==> config.mk <==
export PLATFORM = sky130hd
export DESIGN_NAME = qa_watchdog_answer_check
export DESIGN_NICKNAME = d
export VERILOG_FILES = /design/src/design/qa_wd_pkg.sv /design/src/design/qa_watchdog_answer_check.sv /design/src/design/qa_answer_ref.sv
export VERILOG_INCLUDE_DIRS = /design/src /design/src/design
export SDC_FILE = /design/constraint.sdc
export NUM_CORES = 1
export LEC_CHECK = 0
export BUFFER_PORTS_ARGS = -buffer_cell sky130_fd_sc_hd__clkbuf_2
export CORE_ASPECT_RATIO = 0.8
export CORE_UTILIZATION = 52
export DETAILED_ROUTE_END_ITERATION = 8
export HOLD_SLACK_MARGIN = 0.05
export MAX_ROUTING_LAYER = met4
export PLACE_DENSITY = 0.8
export RECOVER_POWER = 50
export SKIP_LAST_GASP = 1
export SLEW_MARGIN = 0
export SYNTH_ARGS = -nofsm -noshare
export SYNTH_HDL_FRONTEND = slang
export SYNTH_SLANG_ARGS = --single-unit
==> constraint.sdc <==
create_clock -name clk_i -period 3.4 [get_ports clk_i]
set_input_delay 0.51 -clock clk_i [delete_from_list [all_inputs] [get_ports clk_i]]
set_output_delay 0.51 -clock clk_i [all_outputs]
set_load 0.03 [all_outputs]
==> src/design/qa_wd_regs.svh <==
`ifndef QA_WD_REGS_SVH
`define QA_WD_REGS_SVH

// Byte offsets of the registers on the Wishbone slave.
`define QA_ADR_QUESTION   8'h00
`define QA_ADR_FDBK       8'h04
`define QA_ADR_ANSWER     8'h08
`define QA_ADR_WIN1       8'h0C
`define QA_ADR_WIN2       8'h10
`define QA_ADR_STATE      8'h14
`define QA_ADR_IRQ_STAT   8'h18
`define QA_ADR_IRQ_MASK   8'h1C

// Field positions in the watchdog state register.
`define QA_ST_CNT_LSB     0
`define QA_ST_ANS_ERR     2
`define QA_ST_SEQ_ERROR   3
`define QA_ST_TIME_OUT    4
`define QA_ST_EARLY       5
`define QA_ST_CFG_CHG     6
`define QA_ST_FAIL_LSB    8

// Interrupt status and mask bit positions.
`define QA_IRQ_GOOD       0
`define QA_IRQ_BAD        1
`define QA_IRQ_TOUT       2
`define QA_IRQ_CFG        3

// Reset values.
`define QA_ANS_CNT_RST    2'h3
`define QA_FAIL_RST       3'h0
`define QA_TOKEN_RST      4'h0
`define QA_WIN_RST        8'h00
`define QA_FDBK_RST       2'h0
`define QA_IRQ_RST        4'h0

// Cycles from a sequence end to the new question and sequence start.
`define QA_NEW_SEQ_CYCLES 1

`endif

==> src/design/qa_wd_pkg.sv <==
`default_nettype none

package qa_wd_pkg;

  // Feedback polynomial of the question chain.
  typedef enum logic [1:0] {
    FDBK_X4_X3 = 2'h0,
    FDBK_X4_X2 = 2'h1,
    FDBK_X3_X2 = 2'h2,
    FDBK_X4_X3_X2 = 2'h3
  } fdbk_t;

  // Kind of event that ends a watchdog sequence, one-hot.
  typedef enum logic [4:0] {
    EV_NONE = 5'h01,
    EV_GOOD = 5'h02,
    EV_BAD  = 5'h04,
    EV_TOUT = 5'h08,
    EV_CFG  = 5'h10
  } event_t;

endpackage : qa_wd_pkg

`default_nettype wire

==> src/design/qa_watchdog_answer_check.sv <==
// The Wishbone interface to the registers and the placing of the registers were left to the implementer.
`include "qa_wd_regs.svh"
`default_nettype none
// Functional notes
// - A fixed table gives four reference bytes per question; question 0 expects FF, 0F, F0, 00.
// - The reference byte is chosen by the answer counter: 11b, 10b, 01b, then 00b.
// - A good sequence decrements the 3-bit fail counter and clears sequence-error and early.
// - Only a good sequence advances the question counter; other endings keep the question.
// - Correct values with a mistimed last byte count a failure and set sequence-error and early.
// - A wrong value with good timing counts a failure, sets sequence-error and clears early.
// - A wrong value with bad timing counts a failure and sets sequence-error and early.
// - A time-out counts a failure, keeps the question and sets the time-out flag.
// - A window-duration write counts a failure, sets config-changed and clears the other flags.
// - On a time-out, sequence-error reflects whether any byte received so far was wrong.
// - The answer counter starts each sequence at 11b and steps down on every answer write.
// - A new question and sequence start follow a good last answer within one cycle.
// - The question comes from a 4-bit counter and a 4-bit feedback shift chain.

module qa_watchdog_answer_check
(
  // System clock and synchronous reset.
  input  wire logic        clk_i,
  input  wire logic        rst_i,
  // Classic Wishbone slave.
  input  wire logic [7:0]  adr_i,
  input  wire logic [31:0] dat_i,
  input  wire logic [3:0]  sel_i,
  input  wire logic        we_i,
  input  wire logic        cyc_i,
  input  wire logic        stb_i,
  output logic      [31:0] dat_o,
  output logic             ack_o,
  // Window timer, same clock domain.
  input  wire logic        win2_active_i,
  input  wire logic        time_out_i,
  output logic             seq_start_o,
  output logic      [7:0]  open_window_o,
  output logic      [7:0]  closed_window_o,
  // Watchdog state.
  output logic      [3:0]  question_o,
  output logic      [2:0]  fail_counter_o,
  output logic             irq_o
);

  logic                ack_ff;
  logic [31:0]         rdat_ff;
  logic [3:0]          tok_cnt_ff;
  logic [3:0]          chain_ff;
  logic [3:0]          question_ff;
  qa_wd_pkg::fdbk_t    fdbk_ff;
  logic [1:0]          ans_cnt_ff;
  logic                ans_err_ff;
  logic                seq_error_ff;
  logic                tout_ff;
  logic                early_ff;
  logic                cfg_chg_ff;
  logic [2:0]          fail_ff;
  logic [7:0]          win1_ff;
  logic [7:0]          win2_ff;
  logic [3:0]          irq_stat_ff;
  logic [3:0]          irq_mask_ff;
  logic                seq_start_ff;
  logic [7:0]          ref_byte;
  logic [3:0]          nxt_tok_cnt;
  logic [3:0]          nxt_chain;
  logic [3:0]          chain_src;
  logic                chain_fb;
  logic [2:0]          nxt_fail;
  qa_wd_pkg::event_t   evt;

  // Bus decode; a write acts on the edge at which ack is high.
  wire        req      = cyc_i & stb_i;
  wire        wr_en    = req & we_i & ack_ff & sel_i[0];
  wire        hit_q    = (adr_i == `QA_ADR_QUESTION);
  wire        hit_fdbk = (adr_i == `QA_ADR_FDBK);
  wire        hit_ans  = (adr_i == `QA_ADR_ANSWER);
  wire        hit_win1 = (adr_i == `QA_ADR_WIN1);
  wire        hit_win2 = (adr_i == `QA_ADR_WIN2);
  wire        hit_st   = (adr_i == `QA_ADR_STATE);
  wire        hit_ist  = (adr_i == `QA_ADR_IRQ_STAT);
  wire        hit_imsk = (adr_i == `QA_ADR_IRQ_MASK);

  // Reference byte for the current question and answer position.
  qa_answer_ref u_ref
  (
    .question_i (question_ff),
    .position_i (ans_cnt_ff),
    .ref_byte_o (ref_byte)
  );

  // Event classification; a window write beats a time-out, which beats an answer.
  wire        ans_wr   = wr_en & hit_ans;
  wire        cfg_wr   = wr_en & (hit_win1 | hit_win2);
  wire        byte_ok  = (dat_i[7:0] == ref_byte);
  wire        last_ans = ans_wr & (ans_cnt_ff == 2'h0);
  wire        ev_cfg   = cfg_wr;
  wire        ev_tout  = time_out_i & ~cfg_wr;
  wire        ev_ans   = last_ans & ~cfg_wr & ~time_out_i;
  wire        vals_ok  = ~ans_err_ff & byte_ok;
  wire        ev_good  = ev_ans & vals_ok & win2_active_i;
  wire        ev_bad   = ev_ans & ~ev_good;
  wire        seq_end  = ev_cfg | ev_tout | ev_ans;

  assign evt = ev_cfg  ? qa_wd_pkg::EV_CFG  :
               ev_tout ? qa_wd_pkg::EV_TOUT :
               ev_good ? qa_wd_pkg::EV_GOOD :
               ev_bad  ? qa_wd_pkg::EV_BAD  : qa_wd_pkg::EV_NONE;

  // Question chain: a zero state steps as if it held 0001, so it never locks up.
  assign chain_src = (chain_ff == 4'h0) ? 4'h1 : chain_ff;
  assign chain_fb  = (fdbk_ff == qa_wd_pkg::FDBK_X4_X3) ? (chain_src[3] ^ chain_src[2]) :
                     (fdbk_ff == qa_wd_pkg::FDBK_X4_X2) ? (chain_src[3] ^ chain_src[1]) :
                     (fdbk_ff == qa_wd_pkg::FDBK_X3_X2) ? (chain_src[2] ^ chain_src[1]) :
                     (chain_src[3] ^ chain_src[2] ^ chain_src[1]);
  assign nxt_tok_cnt = ev_good ? (tok_cnt_ff + 4'h1) : tok_cnt_ff;
  assign nxt_chain   = (ev_good & (tok_cnt_ff == 4'hF)) ? {chain_src[2:0], chain_fb} :
                       chain_ff;

  // Fail counter saturates at both ends so it can never wrap past the limit.
  assign nxt_fail = (ev_good & (fail_ff != 3'h0)) ? (fail_ff - 3'h1) :
                    ((ev_bad | ev_tout | ev_cfg) & (fail_ff != 3'h7)) ? (fail_ff + 3'h1) :
                    fail_ff;

  // Interrupt set and write-one-to-clear terms.
  wire [3:0] irq_set = {ev_cfg, ev_tout, ev_bad, ev_good};
  wire [3:0] irq_clr = (wr_en & hit_ist) ? dat_i[3:0] : 4'h0;

  // Read data selection; unmapped addresses read as zero.
  wire [31:0] st_word  = {21'h0, fail_ff, 1'b0, cfg_chg_ff, early_ff, tout_ff,
                          seq_error_ff, ans_err_ff, ans_cnt_ff};
  wire [31:0] rd_val   = hit_q    ? {28'h0, question_ff} :
                         hit_fdbk ? {30'h0, fdbk_ff} :
                         hit_win1 ? {24'h0, win1_ff} :
                         hit_win2 ? {24'h0, win2_ff} :
                         hit_st   ? st_word :
                         hit_ist  ? {28'h0, irq_stat_ff} :
                         hit_imsk ? {28'h0, irq_mask_ff} : 32'h0;

  // Bus answer: ack one cycle after the request, dropped in the next cycle.
  always_ff @(posedge clk_i)
  begin
    if (rst_i)
    begin
      ack_ff  <= 1'b0;
      rdat_ff <= 32'h0;
    end
    else
    begin
      ack_ff <= req & ~ack_ff;
      if (req & ~ack_ff)
        rdat_ff <= rd_val;
    end
  end

  // Configuration registers written by software.
  always_ff @(posedge clk_i)
  begin
    if (rst_i)
    begin
      fdbk_ff     <= qa_wd_pkg::fdbk_t'(`QA_FDBK_RST);
      win1_ff     <= `QA_WIN_RST;
      win2_ff     <= `QA_WIN_RST;
      irq_mask_ff <= `QA_IRQ_RST;
    end
    else
    begin
      if (wr_en & hit_fdbk)
        fdbk_ff <= qa_wd_pkg::fdbk_t'(dat_i[1:0]);
      if (wr_en & hit_win1)
        win1_ff <= dat_i[7:0];
      if (wr_en & hit_win2)
        win2_ff <= dat_i[7:0];
      if (wr_en & hit_imsk)
        irq_mask_ff <= dat_i[3:0];
    end
  end

  // Question generation and sequence start pulse for the window timer.
  always_ff @(posedge clk_i)
  begin
    if (rst_i)
    begin
      tok_cnt_ff   <= `QA_TOKEN_RST;
      chain_ff     <= `QA_TOKEN_RST;
      question_ff  <= `QA_TOKEN_RST;
      fail_ff      <= `QA_FAIL_RST;
      seq_start_ff <= 1'b0;
    end
    else
    begin
      tok_cnt_ff   <= nxt_tok_cnt;
      chain_ff     <= nxt_chain;
      question_ff  <= nxt_tok_cnt ^ nxt_chain;
      fail_ff      <= nxt_fail;
      seq_start_ff <= seq_end;
    end
  end

  // Answer position and running value check within a sequence.
  always_ff @(posedge clk_i)
  begin
    if (rst_i)
    begin
      ans_cnt_ff <= `QA_ANS_CNT_RST;
      ans_err_ff <= 1'b0;
    end
    else if (seq_end)
    begin
      ans_cnt_ff <= `QA_ANS_CNT_RST;
      ans_err_ff <= 1'b0;
    end
    else if (ans_wr)
    begin
      ans_cnt_ff <= ans_cnt_ff - 2'h1;
      ans_err_ff <= ans_err_ff | ~byte_ok;
    end
  end

  // Status flags describe the last sequence that ended.
  always_ff @(posedge clk_i)
  begin
    if (rst_i)
    begin
      {seq_error_ff, tout_ff, early_ff, cfg_chg_ff} <= 4'h0;
    end
    else
    begin
      unique case (evt)
        qa_wd_pkg::EV_GOOD: {seq_error_ff, tout_ff, early_ff, cfg_chg_ff} <= 4'h0;
        qa_wd_pkg::EV_BAD:  {seq_error_ff, tout_ff, early_ff, cfg_chg_ff} <=
                              {1'b1, 1'b0, ~win2_active_i, 1'b0};
        qa_wd_pkg::EV_TOUT: {seq_error_ff, tout_ff, early_ff, cfg_chg_ff} <=
                              {ans_err_ff, 1'b1, 1'b0, 1'b0};
        qa_wd_pkg::EV_CFG:  {seq_error_ff, tout_ff, early_ff, cfg_chg_ff} <= 4'h1;
        qa_wd_pkg::EV_NONE: {seq_error_ff, tout_ff, early_ff, cfg_chg_ff} <=
                              {seq_error_ff, tout_ff, early_ff, cfg_chg_ff};
      endcase
    end
  end

  // Sticky interrupt status; a new event wins over a clear in the same cycle.
  always_ff @(posedge clk_i)
  begin
    if (rst_i)
      irq_stat_ff <= `QA_IRQ_RST;
    else
      irq_stat_ff <= (irq_stat_ff & ~irq_clr) | irq_set;
  end

  // Outputs, all from flip-flops except the level interrupt.
  assign dat_o           = rdat_ff;
  assign ack_o           = ack_ff;
  assign seq_start_o     = seq_start_ff;
  assign open_window_o   = win1_ff;
  assign closed_window_o = win2_ff;
  assign question_o      = question_ff;
  assign fail_counter_o  = fail_ff;
  assign irq_o           = |(irq_stat_ff & irq_mask_ff);
endmodule : qa_watchdog_answer_check

`default_nettype wire

==> src/design/qa_answer_ref.sv <==
`default_nettype none

module qa_answer_ref
(
  // Current question and answer position.
  input  wire logic [3:0] question_i,
  input  wire logic [1:0] position_i,
  // Reference answer byte.
  output logic      [7:0] ref_byte_o
);

  logic [7:0] first_byte;
  logic [7:0] flip_mask;

  // Only the first column is stored; the other three are fixed flips of it.
  always_comb
  begin
    unique case (question_i)
      4'h0: first_byte = 8'hFF;
      4'h1: first_byte = 8'hB0;
      4'h2: first_byte = 8'hE9;
      4'h3: first_byte = 8'hA6;
      4'h4: first_byte = 8'h75;
      4'h5: first_byte = 8'h3A;
      4'h6: first_byte = 8'h63;
      4'h7: first_byte = 8'h2C;
      4'h8: first_byte = 8'hD2;
      4'h9: first_byte = 8'h9D;
      4'hA: first_byte = 8'hC4;
      4'hB: first_byte = 8'h8B;
      4'hC: first_byte = 8'h58;
      4'hD: first_byte = 8'h17;
      4'hE: first_byte = 8'h4E;
      4'hF: first_byte = 8'h01;
    endcase
  end

  // The answer position selects the flip mask.
  assign flip_mask  = (position_i == 2'h3) ? 8'h00 :
                      (position_i == 2'h2) ? 8'hF0 :
                      (position_i == 2'h1) ? 8'h0F : 8'hFF;
  assign ref_byte_o = first_byte ^ flip_mask;

endmodule : qa_answer_ref

`default_nettype wire

==> impl_metrics.tcl <==
set metrics [dict create \
    ys_ff_latch 69 \
    r2r_slack_ns 0.20 \
    die_w_um 97.8 \
    antenna_found_initial 0 \
    drc 24 \
    gr-usage-all-layers 0.271 \
    clkSinkCount 69 \
    fin_crit_sh 0.942 \
    grt_pass1_wl_um 15800 \
    first_global_vias 3214 \
    fin_tns_setup_ns 0 \
    ctsHoldBuffers 0 \
    cts-htree-levels 3 \
    grt_max_degree 32 \
    min_from "win2_active_i" \
    max_freq_mhz 312 \
    drt_iter0_markers 364 \
    leakage_nw 1.67 \
    die-height_um 78.7 \
    yosysWarnings 0 \
    drv_cap 0 \
    finalSetupViolations 0 \
    dp.cells 598 \
    postCtsSetupBuffers 0 \
    synth_edf_count 0 \
    nets 580 \
    cp_top_family "simple AND/OR/NAND/NOR gates" \
    cts_tree "done" \
    route.vias.total 3576 \
    cp-start-kind "flop" \
    crit_top_cell "inv_1" \
    clock_latency_ns 0.36 \
    first_pass_iters 7 \
    maxSlewHeadroom 0.484 \
    gp_congestion 0.963 \
    dpl.hpwl_um 7280 \
    crit_path_max_fanout 6 \
    finalPower_mw 1.64 \
    worst_ep_required_time_ns 3.65 \
    r2r-start "ans_cnt_ff[0]" \
    critPathCaptureType "flop" \
    cp.arrival_ns 3.46 \
    rsz0062_at_grt "false" \
    ant_nets 0 \
    initial_core_util 0.546 \
    drt-wirelength-per-cell_um 16.0 \
    worstSetupStartpoint "ans_cnt_ff[0]" \
    syn2layout_area_growth_pct 11.8 \
    crit_type "reg2reg" \
    fin_ws_ns 0.198 \
    cts_resized 0 \
    cp_num_buf_inv 2 \
    synth_flop_cell "dfxtp_1" \
    antenna_cells 0 \
    whs_ns 0.395 \
    critical-path-slowest-cell "dfxtp_1" \
    fp-row-count 27 \
    cts_buffers 9 \
    violations "DRC" \
    wl_um 9800 \
    yosysUniqueCellTypes 67 \
    die_area_um2 7690 \
    period_needed_ns 3.20 \
    synthArstFlopShare 0 \
    coreArea_um2 6990 \
    outcome "finished with violations" \
    syn-mean-instance-area_um2 8.32 \
    place_ws_ns 0.0842 \
    vias_per_cell 5.83 \
    clk_path_buf_depth 2 \
    layout-drive-gt1-share 0.133 \
    maxSlewViolCount 0 \
    tightest_slew_ns 0.766 \
    io_pins 109 \
    finClkSkew_ns 0.0112 \
    path_clk_slew_ns 0.08 \
    stdcell_count 613 \
    ys_seq_area_frac 0.362 \
    cpPeakStageDelay_ns 0.50 \
    gr-total-overflow 0 \
    path_cells "inv_1 -> ha_1 -> nor2_1 -> and4_1 -> o22a_2 -> nand2_1 -> or3_1 -> fa_1 -> inv_1 -> o2111ai_1 -> o21ai_0 -> xor2_1 -> and2_1" \
    root_buffer "clkbuf_8" \
    syn-cell-area_um2 3820 \
    final_hold_viol_count 0 \
    power.density_nw_per_um2 385 \
    syn_inst 459 \
    peakVddDrop_uv 187 \
    port_buffers 60 \
    hp-class "in2reg" \
]
==> registers in the layout (all words and copies together) (netlist names), 2 cells and up <==
name and flops:
question_o 4, fdbk_ff 2, irq_mask_ff 4, u_ref.first_byte 8
open_window_o 8, fail_counter_o 3, irq_stat_ff 4, closed_window_o 8
dat_o 11, chain_ff 4, tok_cnt_ff 4, ans_cnt_ff 2
==> cells in the final DEF (no fill, tap or decap), types with 6 or more instances in the layout <==
cell / Yosys / routed
nand2b_1: 6 / 6
nand2_1: 41 / 41
o21ai_0: 23 / 23
clkbuf_1: 18 / 40
mux2i_1: 14 / 14
dfxtp_1: 69 / 69
clkbuf_2: 1 / 23
a21oi_1: 36 / 36
and2_1: 7 / 7
ha_1: 6 / 6
buf_4: 21 / 12
nor2_1: 59 / 59
xor2_1: 11 / 11
conb_1: 1 / 21
nor3_1: 8 / 8
inv_1: 19 / 19
xnor2_1: 7 / 7
nand3_1: 22 / 22
clkbuf_8: 2 / 9
==> cell usage after synthesis, types with 3 or more instances <==
cell type  count  area [µm²]
nand2_1       41         154
mux2i_1       14         140
and2_1         7        43.8
inv_1         19        71.3
and3_1         5        31.3
nand3_1       22         110
mux4_2         3        67.6
nor2_1        59         221
a221oi_1       3        26.3
a21oi_1       36         180
a22oi_1        5        37.5
o21ai_0       23         115
dfxtp_1       69        1380
nor3_1         8        40.0
a222oi_1       3        30.0
ha_1           6        75.1
or2_2          4        25.0
nor4_1         5        31.3
nor2b_1        4        25.0
clkbuf_1      18        67.6
nand2b_1       6        37.5
buf_4         21         158
a22o_1         3        26.3
or3_1          3        18.8
xnor2_1        7        61.3
xor2_1        11        96.3
==> cell type report <==
cell class	count	area, µm²
repair buffers	75	355
multi-input cells	348	2170
clock inverters	6	63.8
well taps	87	109
flip-flops and latches	69	1380
inverters	19	71.3
clock buffers	9	124
fillers	657	2720
==> report_power, final <==
| part | switching, mW | leakage (nW) | internal, mW |
|---|---|---|---|
| sequential | 0.00796 | 0.558 | 0.817 |
| combinational | 0.116 | 1.02 | 0.0394 |
| clock | 0.331 | 0.0915 | 0.334 |
| total | 0.454 | 1.67 | 1.19 |
==> worst reg2reg max path, cell delays in order, from the launching register on <==
cell	delay, ns
dfxtp_1	0.50
inv_1	0.12
ha_1	0.22
nor2_1	0.25
and4_1	0.26
o22a_2	0.24
nand2_1	0.18
or3_1	0.43
fa_1	0.37
inv_1	0.07
o2111ai_1	0.09
o21ai_0	0.12
xor2_1	0.09
and2_1	0.16
==> metrics by stage <==
step                area [µm²]   util
finish                    4270  0.611
global route              4270  0.611
CTS                       4340  0.621
detailed placement        4150  0.594
global placement          4150  0.594
floorplan                 3890      -
==> cell families (layout without fill, tap and decap cells) <==
family                     count (synthesis)  in the layout  share of synthesized area
and+or+nand+nor                          186            186                      0.247
AOI/OAI and AO/OA                         95             95                      0.165
adders and majority gates                  7              7                     0.0249
buffers and inverters                     62            109                     0.0875
DFF                                       69             69                      0.362
other                                      1             21                   0.000982
xor gates and xnor gates                  20             20                     0.0531
muxes                                     19             19                     0.0603
==> layer usage <==
metal	part of all wire	wire (µm)	track usage	vias to the layer above
met5	0	0	-	-
met4	0.016	153	0.0985	0
met3	0.085	834	0.0508	13
met2	0.44	4320	0.413	173
met1	0.46	4490	0.360	1698
li1	-	-	-	1692
==> path summary, 6_finish.rpt <==
check / endpoint / depth (start not counted)
setup reg to reg: fail_counter_o[2] / 13
hold reg to reg: cfg_chg_ff / 2
hold / removal: early_ff / 2
setup / recovery: fail_counter_o[2] / 13
Power figures use the tool's default switching activity.
